[src/pkg/cbc_pkg.sv]
// Package of constants and types for the cache block coherence engine
`default_nettype none
package cbc_pkg;
  localparam int ADDR_W = 32;
  localparam int WC_W = 16;
  localparam int WORD_BYTES = 4;
  localparam int LINE_WORDS = 16;
  localparam logic [WC_W-1:0] WC_RESET = 16'h0000;
  localparam logic [ADDR_W-1:0] BASE_RESET = 32'h0000_0000;
  localparam logic [ADDR_W-1:0] LINE_BYTES = 32'h0000_0040;

  // Operation select: bit 2 chooses the level-2 cache, bits 1:0 the action
  localparam int OP_W = 3;
  localparam logic [2:0] OP_L1_WB = 3'h1;
  localparam logic [2:0] OP_L1_INV = 3'h2;
  localparam logic [2:0] OP_L1_WBINV = 3'h3;
  localparam logic [2:0] OP_L2_WB = 3'h5;
  localparam logic [2:0] OP_L2_INV = 3'h6;
  localparam logic [2:0] OP_L2_WBINV = 3'h7;
  localparam int OP_LEVEL_BIT = 2;
  localparam int OP_WB_BIT = 0;
  localparam int OP_INV_BIT = 1;

  typedef enum logic [3:0] {
    CBC_IDLE  = 4'h1,
    CBC_ISSUE = 4'h2,
    CBC_WAIT  = 4'h4,
    CBC_DONE  = 4'h8
  } cbc_state_t;

  typedef struct packed {
    cbc_state_t        state;
    logic [OP_W-1:0]   op;
    logic [ADDR_W-1:0] base;
    logic [ADDR_W-1:0] line_addr;
    logic [WC_W-1:0]   count;
    logic              req_valid;
    logic              req_l2;
    logic              req_wb;
    logic              req_inv;
    logic [ADDR_W-1:0] req_addr;
    logic              busy;
    logic              fence_stall;
    logic              set_guard;
  } cbc_regs_t;

  // Words left after one line is processed, clamped at zero
  function automatic logic [WC_W-1:0] cbc_words_left(input logic [WC_W-1:0] wc);
    logic [WC_W-1:0] lw;
    lw = WC_W'(LINE_WORDS);
    cbc_words_left = (wc > lw) ? wc - lw : '0;
  endfunction : cbc_words_left
endpackage : cbc_pkg
`default_nettype wire

[src/hdl/cbc_engine.sv]
// Block coherence engine: range writeback and invalidate on level-1 data and level-2 caches
`default_nettype none
// What this block does
// Six range operations: writeback, invalidate, both; for level-1 data and level-2 caches.
// Host loads the range start into the chosen operation's base register first.
// Host then writes the range length in words to that operation's count register.
// Count reads nonzero while an operation runs and zero once it finishes.
// A memory fence stalls the core until outstanding work, this engine included, completes.
// Host keeps memory idle during an operation and waits for completion first.
// Host wraps each operation: interrupts off, address, count, wait, 16 no-ops, restore.
// Level-2 set stays correct over miss, coherence op, allocate, allocate back-to-back.
// Nonzero count write starts the operation at the base; count drops per line.
module cbc_engine
  import cbc_pkg::*;
(
  input  wire logic              clk,
  input  wire logic              sys_rst,
  input  wire logic              base_wr,
  input  wire logic [OP_W-1:0]   base_op,
  input  wire logic [ADDR_W-1:0] base_data,
  input  wire logic              range_word_count_reg_wr,
  input  wire logic [OP_W-1:0]   range_word_count_reg_op,
  input  wire logic [WC_W-1:0]   range_word_count_reg_data,
  input  wire logic              memory_fence_instr,
  input  wire logic              mem_pending,
  input  wire logic              cache_ack,
  output logic [WC_W-1:0]        range_word_count_reg,
  output logic                   busy,
  output logic                   fence_stall,
  output logic                   req_valid,
  output logic                   req_l2,
  output logic                   req_wb,
  output logic                   req_inv,
  output logic [ADDR_W-1:0]      req_addr,
  output logic                   set_guard
);

  // Engine state and the value it takes at the next edge
  cbc_regs_t r;
  cbc_regs_t next_r;

  // Everything cleared except op, which loads OP_L1_WB, and state, which loads CBC_IDLE: the engine wakes idle with a zero count
  localparam cbc_regs_t REGS_RESET = '{
    state:       CBC_IDLE,
    op:          OP_L1_WB,
    base:        BASE_RESET,
    line_addr:   BASE_RESET,
    count:       WC_RESET,
    req_valid:   1'b0,
    req_l2:      1'b0,
    req_wb:      1'b0,
    req_inv:     1'b0,
    req_addr:    BASE_RESET,
    busy:        1'b0,
    fence_stall: 1'b0,
    set_guard:   1'b0
  };

  function automatic logic op_legal(input logic [OP_W-1:0] op);
    op_legal = op[OP_WB_BIT] | op[OP_INV_BIT];
  endfunction : op_legal

  function automatic logic op_is_l2(input logic [OP_W-1:0] op);
    op_is_l2 = op[OP_LEVEL_BIT];
  endfunction : op_is_l2

  function automatic logic op_does_wb(input logic [OP_W-1:0] op);
    op_does_wb = op[OP_WB_BIT];
  endfunction : op_does_wb

  function automatic logic op_does_inv(input logic [OP_W-1:0] op);
    op_does_inv = op[OP_INV_BIT];
  endfunction : op_does_inv

  // Start of the line that holds a byte address
  function automatic logic [ADDR_W-1:0] line_align(input logic [ADDR_W-1:0] addr);
    line_align = addr & ~(LINE_BYTES - 32'h0000_0001);
  endfunction : line_align

  // Base writes are taken only while no operation owns the register
  function automatic logic base_take(input logic wr, input cbc_state_t st);
    base_take = wr && (st == CBC_IDLE);
  endfunction : base_take

  // A count write starts work only if nonzero, legal and matching the base op
  function automatic logic count_start_ok(
    input logic            wr,
    input logic [OP_W-1:0] op,
    input logic [WC_W-1:0] words,
    input logic [OP_W-1:0] base_op_q
  );
    logic words_nonzero;
    logic op_match;
    words_nonzero = (words != WC_RESET);
    op_match = (op == base_op_q);
    count_start_ok = wr & words_nonzero & op_legal(op) & op_match;
  endfunction : count_start_ok

  // True when the acknowledged line was the last one of the range
  function automatic logic last_line(input logic [WC_W-1:0] wc);
    last_line = (cbc_words_left(wc) == WC_RESET);
  endfunction : last_line

  always_comb begin
    next_r = r;
    next_r.req_valid = 1'b0;

    // One base register, tagged with the op it was loaded for
    if (base_take(base_wr, r.state)) begin
      next_r.base = base_data;
      next_r.op = base_op;
    end

    case (r.state)
      CBC_IDLE: begin
        if (count_start_ok(range_word_count_reg_wr, range_word_count_reg_op,
                           range_word_count_reg_data, r.op)) begin
          next_r.count = range_word_count_reg_data;
          next_r.line_addr = line_align(r.base);
          next_r.state = CBC_ISSUE;
          next_r.busy = 1'b1;
        end
      end
      CBC_ISSUE: begin
        // One request per line; its fields stand until the next request
        next_r.req_valid = 1'b1;
        next_r.req_l2 = op_is_l2(r.op);
        next_r.req_wb = op_does_wb(r.op);
        next_r.req_inv = op_does_inv(r.op);
        next_r.req_addr = r.line_addr;
        next_r.state = CBC_WAIT;
      end
      CBC_WAIT: begin
        // A partial last line still costs a whole request
        if (cache_ack) begin
          next_r.count = cbc_words_left(r.count);
          next_r.line_addr = r.line_addr + LINE_BYTES;
          if (last_line(r.count)) begin
            next_r.state = CBC_DONE;
          end else begin
            next_r.state = CBC_ISSUE;
          end
        end
      end
      CBC_DONE: begin
        next_r.busy = 1'b0;
        next_r.state = CBC_IDLE;
      end
      default: begin
        next_r.state = CBC_IDLE;
        next_r.busy = 1'b0;
      end
    endcase

    // A fence holds the core while this engine or other memory work is outstanding
    next_r.fence_stall = memory_fence_instr && (next_r.busy || mem_pending);
    // Hold off new allocations into the level-2 sets while the engine owns them
    next_r.set_guard = next_r.busy;
  end

  always_ff @(posedge clk or posedge sys_rst) begin
    if (sys_rst) begin
      r <= REGS_RESET;
    end else begin
      r <= next_r;
    end
  end

  // Every output is read straight from the state register

  assign range_word_count_reg = r.count;
  assign busy = r.busy;
  assign fence_stall = r.fence_stall;
  assign req_valid = r.req_valid;
  assign req_l2 = r.req_l2;
  assign req_wb = r.req_wb;
  assign req_inv = r.req_inv;
  assign req_addr = r.req_addr;
  assign set_guard = r.set_guard;
endmodule : cbc_engine
`default_nettype wire

[config.mk]
export PLATFORM = sky130hd
export DESIGN_NAME = cbc_engine
export DESIGN_NICKNAME = d
export VERILOG_FILES = /design/src/pkg/cbc_pkg.sv /design/src/hdl/cbc_engine.sv
export SDC_FILE = /design/constraint.sdc
export NUM_CORES = 1
export LEC_CHECK = 0
export BUFFER_PORTS_ARGS = -buffer_cell sky130_fd_sc_hd__buf_2
export CORE_ASPECT_RATIO = 1.25
export CORE_MARGIN = 2
export CORE_UTILIZATION = 25
export DETAILED_ROUTE_END_ITERATION = 8
export PLACE_DENSITY_LB_ADDON = 0.1
export SYNTH_ARGS = -nofsm -noshare
export SYNTH_HDL_FRONTEND = slang
export SYNTH_SLANG_ARGS = --single-unit
export TNS_END_PERCENT = 20
[constraint.sdc]
create_clock -name clk -period 7.8 [get_ports clk]
set_input_delay 1.56 -clock clk [delete_from_list [all_inputs] [get_ports clk]]
set_output_delay 1.56 -clock clk [all_outputs]
set_load 0.05 [all_outputs]
# After elaboration in Yosys (flattened, before gate mapping)
# Cells that the tools add are included.
# Widths: inputs -> output; s select.
# word_totals
reg_bits	125
latchBits	0
ramBits	0
romBits	0
out_inout_bits	55
mem_count	0
# op_classes
n_addsub	2
mul	0
n_div	0
n_lt_le_gt_ge	1
eq_ne	6
shifts	0
mux	11
bitwise	4
reduce_logical	9
# op_table
operator	n
$mux 48	2
$pmux 48 s2	1
$mux 36	1
$add 32x7->32 const B	1
$gt 16x5->1 const B	1
$logic_not 16->1	1
$mux 16	1
$reduce_bool 16->1	1
$sub 16x5->16 const B	1
$mux 4	3
$pmux 4 s3	1
$eq 4x1->1 const B	1
$eq 4x2->1 const B	1
$eq 4x3->1 const B	1
$and 1x1->1	3
$eq 3x3->1	1
$reduce_and 3->1	1
$logic_and 1x1->1	2
$ne 2x1->1 const B	1
$ne 2x2->1 const B	1
$pmux 1 s2	1
$reduce_and 2->1	1
$reduce_bool 2->1	1
$reduce_or 2->1	1
other kinds (3)	3

# Depth between registers and ports, before layout
# Gate-level depths: netlist (run 1).
# logic_depth
ltp_word	8
mapped_depth	8
ltp_nobuf	7

# Worst setup path after synthesis (run 1)
# OpenSTA, ideal clock, no wires.
# synth_path
path_kind	input port to flip-flop
startpoint	input port range_word_count_reg_data[11]
endpoint	register r[66] (netlist bit)
setup_ps	141
t_arrival_ps	2787
required_time_ps	7659
slack_ps	4872
cell_stages	7
n_path_buf	2
path_cell_list	nor4_1 > nand4_1 > and4_1 > clkbuf_1 > nor2_1 > clkbuf_1 > o221ai_1
# synth_via
elab_chain_len	6
# synth_rtl
element	line_no	rtl
start, declared	cbc_engine.sv:23	input wire logic [WC_W-1:0] range_word_count_reg_data,
$reduce_bool 16->1	cbc_engine.sv:94	words_nonzero = (words != WC_RESET);
$and 1x1->1 (3 in series)	cbc_engine.sv:96	count_start_ok = wr & words_nonzero & op_legal(op) & op_match;
$ne 2x1->1 (no source line)	-	
$reduce_and 3->1 (no source line)	-	
end signal, assigned	cbc_engine.sv:165	r <= next_r;
end, declared	cbc_engine.sv:39	cbc_regs_t r;
# Every way passes these cells.
# A chain may end at the register's enable or synchronous reset.

# Worst setup path in the final report (run 1)
# layout_path
startpoint	input port range_word_count_reg_data[0]
endpoint	register r (netlist bit range_word_count_reg[10])
# The elaborated chain is that of the path after synthesis.

==> run metrics, run 1 <==
status completed; worst vdd ir 152 uV; Main synth FF type dfrtp_1; Min-Delay Path Class reg2reg; sequential share of the synthesized area 0.474; Iteration-0 DRC Markers 193; PortBufs 103; Mapped Area 5660 um2; CTS buffer count 9; pin count of the biggest net entering global routing 80; routed vias/inst 5.02; gpl congestion 0.820; post-DP HPWL 10600 um; post-CTS setup buffers 0; asr flop ratio synth 1.00; Yosys cell types 61; count of final hold-check violations 0; std cell rows 61; Skew-Pair Late Insertion Delay 350 ps; number of synthesized register bits 107; Ant. Diodes 0; CTS tree yes; initial antenna violation count 0; layout cells sized above 1 0.346; WP data required 7990 ps; residual DRC count 0; H-tree levels 3; die width 139 um; Max Slew Vio Count 0; nets@finish 631; CTS Sinks 107; pwr/cell area 325 nW/um2; Rel. slew slack 0.281; Overall Global Routing Usage 0.134; gr ovfl total 0; drt wl/cell 18.7 um; overall power 2060 uW; setup TNS 0 ps; maximum fanout along the worst path 16; Routed Antenna Nets 0; Crit Path Class in2reg; leakage 0.00288 uW; Mapped Cells 525; EDFF count, synth 0; RSZ-0062 raised after global routing no; fmax 259 MHz; clk buf depth 2; slew at the pin closest to its max-slew limit 1080 ps; first-pass GRT wire length 25000 um; Layout Cells excl Fill 855; I/O pins 116; critical path arrival 4060 ps; # hold bufs at CTS 0; core area 22200 um2; vias in the first global route 4451; number of flip-flops under the largest register name 59; post_cts resized 0; Setup violations, final 0; CTS Root Cell clkbuf_16; FILL cells 2338; Starting Density 0.255; clock-pin slew on the worst setup and hold paths 70 ps; DR vias 4293; post-layout util 0.286; final worst-path cycle share 0.496; synth-to-layout area growth 12.4%; average size of a mapped cell 10.8 um2; DR pass1 iterations 4; Period minus WS final 3870 ps; Crit. End Element flip-flop; Worst setup SP type input port; DIE AREA 23900 um2; Post-Place Cells 839; Synthesis Warnings 0; MaxCap Viol Count 0; chip height 172 um; WHS 508 ps; Final Skew 8.06 ps; final WL 16000 um
==> report_power, final <==
group / switching, uW / internal, uW / total, uW
Clock: 218 / 293 / 511
Sequential: 194 / 707 / 900
Combinational: 422 / 232 / 653
Total: 833 / 1230 / 2060
==> synth_stat cells, types with 4 or more instances <==
cell type / n / area [um2]
mux2_2: 58 / 653
buf_4: 49 / 368
clkbuf_1: 23 / 86.3
dfrtp_1: 105 / 2630
a22oi_1: 10 / 75.1
mux2i_1: 6 / 60.1
o22ai_1: 13 / 81.3
nand4_1: 10 / 62.6
a2bb2oi_1: 19 / 166
a31oi_1: 7 / 43.8
a21oi_1: 28 / 140
nor4_1: 12 / 75.1
nor3_1: 10 / 50.1
inv_1: 6 / 22.5
nand3_1: 22 / 110
a22o_1: 8 / 70.1
nand2_1: 26 / 97.6
nor2_1: 16 / 60.1
o21ai_0: 16 / 80.1
and2_1: 4 / 25.0
clkbuf_8: 7 / 96.3
==> placed cells by master, fill, tap and decap left out, drive strengths merged, types with 6 or more instances in the layout <==
| cell type | count |
|---|---|
| a21oi | 28 |
| a2bb2oi | 19 |
| mux2i | 6 |
| nand2 | 26 |
| a31oi | 7 |
| o21ai | 18 |
| nor4 | 12 |
| clkbuf | 11 |
| buf | 111 |
| nor3 | 10 |
| inv | 6 |
| nor2 | 16 |
| mux2 | 58 |
| a22oi | 10 |
| nand3 | 22 |
| nand4 | 10 |
| a22o | 8 |
| dfrtp | 105 |
| o22ai | 13 |
| conb | 6 |
==> routing by layer <==
| layer | up-vias | wire length [um] | GRT usage |
|---|---|---|---|
| met3 | 17 | 611 | 0.0260 |
| met1 | 2153 | 7130 | 0.165 |
| li1 | 2003 | - | - |
| met5 | - | 0 | 0 |
| met2 | 120 | 7930 | 0.234 |
| met4 | 0 | 307 | 0.0515 |
==> metrics by stage <==
stage	cell area [um2]	setup WS, ps
3_5_place_dp	6030	3480
6_report	6360	3930
3_3_place_gp	6030	3440
2_1_floorplan	5680	3430
4_1_cts	6360	3860
5_1_grt	6360	3760
==> area by class of cell <==
| cell class | count | area [um2] | area share |
|---|---|---|---|
| Inverter | 6 | 25.0 | 0.00393 |
| Clock buffer | 11 | 243 | 0.0382 |
| Tap cell | 283 | 354 | 0.0557 |
| Sequential cell | 107 | 2680 | 0.421 |
| Multi-Input combinational cell | 332 | 2400 | 0.377 |
| Clock inverter | 5 | 86.3 | 0.0136 |
| Timing Repair Buffer | 111 | 576 | 0.0905 |
==> cells by family (layout without fill, tap and decap cells) <==
family | after synthesis | count (layout) | synth area share
AO/OA/AOI/OAI | 130 | 130 | 0.159
XOR/XNOR | 5 | 5 | 0.00774
adder cells (fa/ha/maj) | 3 | 3 | 0.00663
buffers and inverters | 91 | 133 | 0.108
flip-flops | 107 | 107 | 0.474
multiplexers | 64 | 64 | 0.126
other | 1 | 6 | 0.000663
AND/OR/NAND/NOR | 124 | 124 | 0.119
==> critical path, stage by stage <==
cell and delay, ps:
buf_2 110, nor4_1 440, nand4_1 310, and4_1 500
nor2_1 890, o221ai_1 240
==> path summary, 6_finish.rpt <==
path / from / endpoint / slack (ps) / cells past startpoint
setup reg to reg: range_word_count_reg[6] / range_word_count_reg[1] / 4810 / 5
setup / recovery: range_word_count_reg_data[0] / range_word_count_reg[10] / 3930 / 6
max in group asynchronous: sys_rst / req_addr[28] / 5190 / 3
hold reg to reg: req_addr[14] / req_addr[14] / 510 / 1
min in group asynchronous: sys_rst / set_guard / 1200 / 2
hold / removal: req_addr[14] / req_addr[14] / 510 / 1
Note: power is estimated with default switching activity, not from simulation.
==> run 2, diff against run 1 <==
Clock period 7.8 ns to 3.4 ns, I/O delays scaled along.
==> run metrics, run 2 (synthesized netlist as in run 1, its figures left out) <==
CTS Sinks 107 (unchanged); setup TNS 0 ps (unchanged); Overall Global Routing Usage 0.137 (was 0.134); gpl congestion 0.799 (was 0.820); first-pass GRT wire length 25400 um (was 25000 um); pin count of the biggest net entering global routing 91 (was 80); Crit. End Element flip-flop (unchanged); layout cells sized above 1 0.354 (was 0.346); CTS buffer count 9 (unchanged); MaxCap Viol Count 0 (unchanged); Worst Reg-to-Reg Cells 5 (unchanged); DR vias 4347 (was 4293); Min-Delay Path Class in2async (was reg2reg); final worst-path cycle share 0.775; Iteration-0 DRC Markers 253 (was 193); R2R setup slack 760 ps (was 4810 ps); critical path arrival 2890 ps (was 4060 ps); met2 global-route usage 0.233 (was 0.234); final WL 16000 um (about the same); DIE AREA 23900 um2 (unchanged); worst r2r dst range_word_count_reg[6] (was range_word_count_reg[1]); count of final hold-check violations 0 (unchanged); gr ovfl total 0 (unchanged); GR Layer Usage met3 0.0274 (was 0.0260); die width 139 um (unchanged); std cell rows 61 (unchanged); most common cell after layout, fill and taps aside dfrtp_1 (unchanged); Worst setup SP type flip-flop (was input port); Int Pwr 2760 uW (was 1230 uW); post-DP HPWL 10900 um (was 10600 um); post_cts resized 0 (unchanged); NetSw 1930 uW (was 833 uW); Routed Antenna Nets 0 (unchanged); CTS tree yes (unchanged); pwr/cell area 731 nW/um2 (was 325 nW/um2); Starting Density 0.255 (unchanged); RR Startpoint range_word_count_reg[6] (unchanged); clock share of power 0.236 (was 0.247); WP data required 3650 ps (was 7990 ps); Crit Path Class reg2reg (was in2reg); Critical Path End range_word_count_reg[6] (was range_word_count_reg[10]); maximum fanout along the worst path 12 (was 16); nets@finish 638 (was 631); gr busiest metal met2 (unchanged); leakage 0.00290 uW (was 0.00288 uW); status completed (unchanged); Rel. slew slack 0.432 (was 0.281); Ant. Diodes 0 (unchanged); Worst Setup SP range_word_count_reg[6] (was range_word_count_reg_data[0]); most frequent cells in the layout 105 x dfrtp_1, 103 x buf_2, 58 x mux2_2 (unchanged); worst vdd ir 269 uV (was 152 uV); post-CTS setup buffers 0 (unchanged); number of flip-flops under the largest register name 59 (unchanged); slew at the pin closest to its max-slew limit 846 ps (was 1080 ps); # hold bufs at CTS 0 (unchanged); clk buf depth 2 (unchanged); Final Skew 9.13 ps (was 8.06 ps); DR pass1 iterations 4 (unchanged); I/O pins 116 (unchanged); FILL cells 2367 (was 2338); synth-to-layout area growth 13.1% (was 12.4%); H-tree levels 3 (unchanged); chip height 172 um (unchanged); routed vias/inst 5.04 (was 5.02); vias in the first global route 4414 (was 4451); logic gate share of total power 0.324 (was 0.317); clock-pin slew on the worst setup and hold paths 70 ps (about the same); Skew-Pair Late Insertion Delay 360 ps (was 350 ps); CTS Root Cell clkbuf_16 (unchanged); RSZ-0062 raised after global routing no (unchanged); met1 usage 0.176 (was 0.165); residual DRC count 0 (unchanged); PortBufs 103 (unchanged); switching part of the total power 0.411 (was 0.404); Sequential Power Share 0.440 (was 0.436); Period minus WS final 2640 ps; drt wl/cell 18.6 um (was 18.7 um); core area 22200 um2 (unchanged); Setup violations, final 0 (unchanged); initial antenna violation count 0 (unchanged); post-layout util 0.288 (was 0.286); fmax 379 MHz; Max Slew Vio Count 0 (unchanged)
## run 2: cell count changes in the layout (fill, tap and decap cells not counted), sizes merged
cell      before  now
buf          111  118
bufinv         2    1
clkinvlp       0    1
## run 2: area by class of cell
class,instances,area (um2),share of cell area
flip-flops and latches,107,2680,0.419
multi-input cells,332,2400,0.374
repair buffers,118,641,0.100
well taps,283,354,0.0553
clock buffers,11,243,0.0379
clock inverters,5,61.3,0.00958
inverters,6,26.3,0.00410
## run 2: through the flow
stage / power, uW / worst slack [ps] / area, um2 / hold WS [ps] / std cells
5_1_grt: 4970 / 696 / 6400 / 359 / 862
3_5_place_dp: 3620 / 736 / 6100 / 491 / 846
2_1_floorplan: 3370 / 973 / 5680 / 474 / 530
4_1_cts: 4760 / 774 / 6400 / 329 / 862
6_report: 4680 / 764 / 6400 / 323 / 862
3_3_place_gp: 3590 / 713 / 6100 / 489 / 846
## run 2: power by group through the flow
stage | clock [uW] | combinational [uW] | sequential [uW]
2_1_floorplan | 0 | 1440 | 1930
4_1_cts | 1150 | 1530 | 2070
3_5_place_dp | 0 | 1530 | 2090
6_report | 1110 | 1520 | 2060
5_1_grt | 1210 | 1640 | 2130
3_3_place_gp | 0 | 1510 | 2080
## run 2: how the worst min path moves through the flow
stage	end	slack, ps
global placement	req_l2	490
global route	req_addr[27]	360
detailed placement	req_addr[8]	490
floorplan	r[100]	470
CTS	r[94]	330
finish	req_addr[27]	320
## run 2: worst max-delay path: stages, from the launching register on
cell and delay (ps):
dfrtp_1 520, or4_1 660, or4_4 460, o21a_1 340
a32o_1 320, a22o_1 220
## run 2: per-layer routing
layer,wire length (um),vias to the layer above,part of all wire
met5,0,-,0
met4,248,0,0.015
met3,689,19,0.043
met2,7990,111,0.50
met1,7110,2212,0.44
li1,-,2005,-
==> run 3, diff against run 2 <==
Clock period 3.4 ns to 2.7 ns, I/O delays scaled along.
==> run metrics, run 3 (synthesized netlist as in run 1, its figures left out) <==
WP data required 2940 ps (was 3650 ps); gpl congestion 0.795 (was 0.799); Rel. slew slack 0.497 (was 0.432); std cell rows 61 (unchanged); DIE AREA 23900 um2 (unchanged); clk buf depth 2 (unchanged); post-DP HPWL 11200 um (was 10900 um); Skew-Pair Late Insertion Delay 350 ps (was 360 ps); MaxCap Viol Count 0 (unchanged); Crit. End Element flip-flop (unchanged); Layout Cells excl Fill 876 (was 862); Place WS 235 ps (was 736 ps); pwr/cell area 909 nW/um2 (was 731 nW/um2); Iteration-0 DRC Markers 213 (was 253); Ant. Diodes 0 (unchanged); maximum fanout along the worst path 9 (was 12); core area 22200 um2 (unchanged); vias in the first global route 4591 (was 4414); pin count of the biggest net entering global routing 57 (was 91); Setup violations, final 0 (unchanged); count of final hold-check violations 0 (unchanged); most common cell after layout, fill and taps aside dfrtp_1 (unchanged); Period minus WS final 2440 ps (was 2640 ps); I/O pins 116 (unchanged); critical path arrival 2680 ps (was 2890 ps); Post-Place Cells 860 (was 846); nets@finish 652 (was 638); leakage 0.00296 uW (was 0.00290 uW); Multi-input gate area 2400 um2 (unchanged); Final Skew 8.68 ps (was 9.13 ps); DR pass1 iterations 4 (unchanged); fmax 411 MHz (was 379 MHz); CTS tree yes (unchanged); first-pass GRT wire length 25800 um (was 25400 um); final worst-path cycle share 0.902 (was 0.775); residual DRC count 0 (unchanged); clock-pin slew on the worst setup and hold paths 70 ps (about the same); chip height 172 um (unchanged); synth-to-layout area growth 14.7% (was 13.1%); routed vias/inst 5.02 (was 5.04); final WL 16100 um (was 16000 um); FILL cells 2332 (was 2367); DR vias 4395 (was 4347); post-CTS setup buffers 0 (unchanged); slew at the pin closest to its max-slew limit 754 ps (was 846 ps); Starting Density 0.255 (unchanged); worst vdd ir 501 uV (was 269 uV); initial antenna violation count 0 (unchanged); CTS buffer count 9 (unchanged); Max Slew Vio Count 0 (unchanged); setup TNS 0 ps (unchanged); storage element area 2680 um2 (unchanged); H-tree levels 3 (unchanged); die width 139 um (unchanged); post_cts resized 0 (unchanged); PortBufs 103 (unchanged); drt wl/cell 18.4 um (was 18.6 um); Overall Global Routing Usage 0.138 (was 0.137); CTS Root Cell clkbuf_16 (unchanged); layout cells sized above 1 0.369 (was 0.354); Final WS setup 264 ps (was 764 ps); Min-Delay Path Class in2async (unchanged); Routed Antenna Nets 0 (unchanged); status completed (unchanged); gr ovfl total 0 (unchanged); Crit Path Class reg2reg (unchanged); Worst setup SP type flip-flop (unchanged); number of flip-flops under the largest register name 59 (unchanged); most frequent cells in the layout 105 x dfrtp_1, 103 x buf_2, 58 x mux2_2 (unchanged); CTS Sinks 107 (unchanged); RSZ-0062 raised after global routing no (unchanged); overall power 5900 uW (was 4680 uW); # hold bufs at CTS 0 (unchanged)
run 3: cell count changes in the layout (fill, tap and decap cells not counted), sizes merged:
cell	previous run	this run
buf	118	132
bufinv	1	0
clkbuf	11	12
clkinv	3	1
clkinvlp	1	3
run 3: final cells by class:
class                   instances  area share
inverters                       6     0.00405
flip-flops and latches        107       0.413
repair buffers                132       0.115
well taps                     283      0.0545
clock buffers                  12      0.0395
multi-input cells             332       0.369
clock inverters                 4     0.00501
run 3: worst max-delay path, stage by stage, from the launching register on:
cell and delay (ps):
dfrtp_1 380, or4_4 580, or4_4 520, o21a_1 320, a32o_1 310, a22o_1 220
run 3: metal layers:
layer  share of wire  vias up  track usage
met2            0.50      126        0.240
li1                -     2037            -
met5               0        -            0
met4           0.021        0       0.0581
met1            0.44     2211        0.169
met3           0.042       21       0.0238
run 3: power breakdown:
| group | switching (uW) | internal [uW] |
|---|---|---|
| registers | 468 | 2040 |
| logic | 1340 | 734 |
| clock network | 634 | 684 |
| total | 2440 | 3460 |
run 3: worst paths after layout:
check / endpoint / slack, ps / start / depth (start not counted)
worst max-delay path: range_word_count_reg[6] / 260 / range_word_count_reg[10] / 5
worst min-delay path: req_addr[25] / 210 / sys_rst / 2
worst max register to register: range_word_count_reg[6] / 260 / range_word_count_reg[10] / 5
worst min register to register: r[99] / 500 / r[99] / 1
max in group asynchronous: r[74] / 1720 / sys_rst / 3
min in group clk: fence_stall / 400 / memory_fence_instr / 2
run 3: stage by stage:
stage          hold WS [ps]  cell area, um2   util
3_3_place_gp            489            6200  0.279
5_1_grt                 231            6490  0.292
6_report                205            6490  0.292
2_1_floorplan           474            5680      -
4_1_cts                 205            6490  0.292
3_5_place_dp            493            6200  0.279
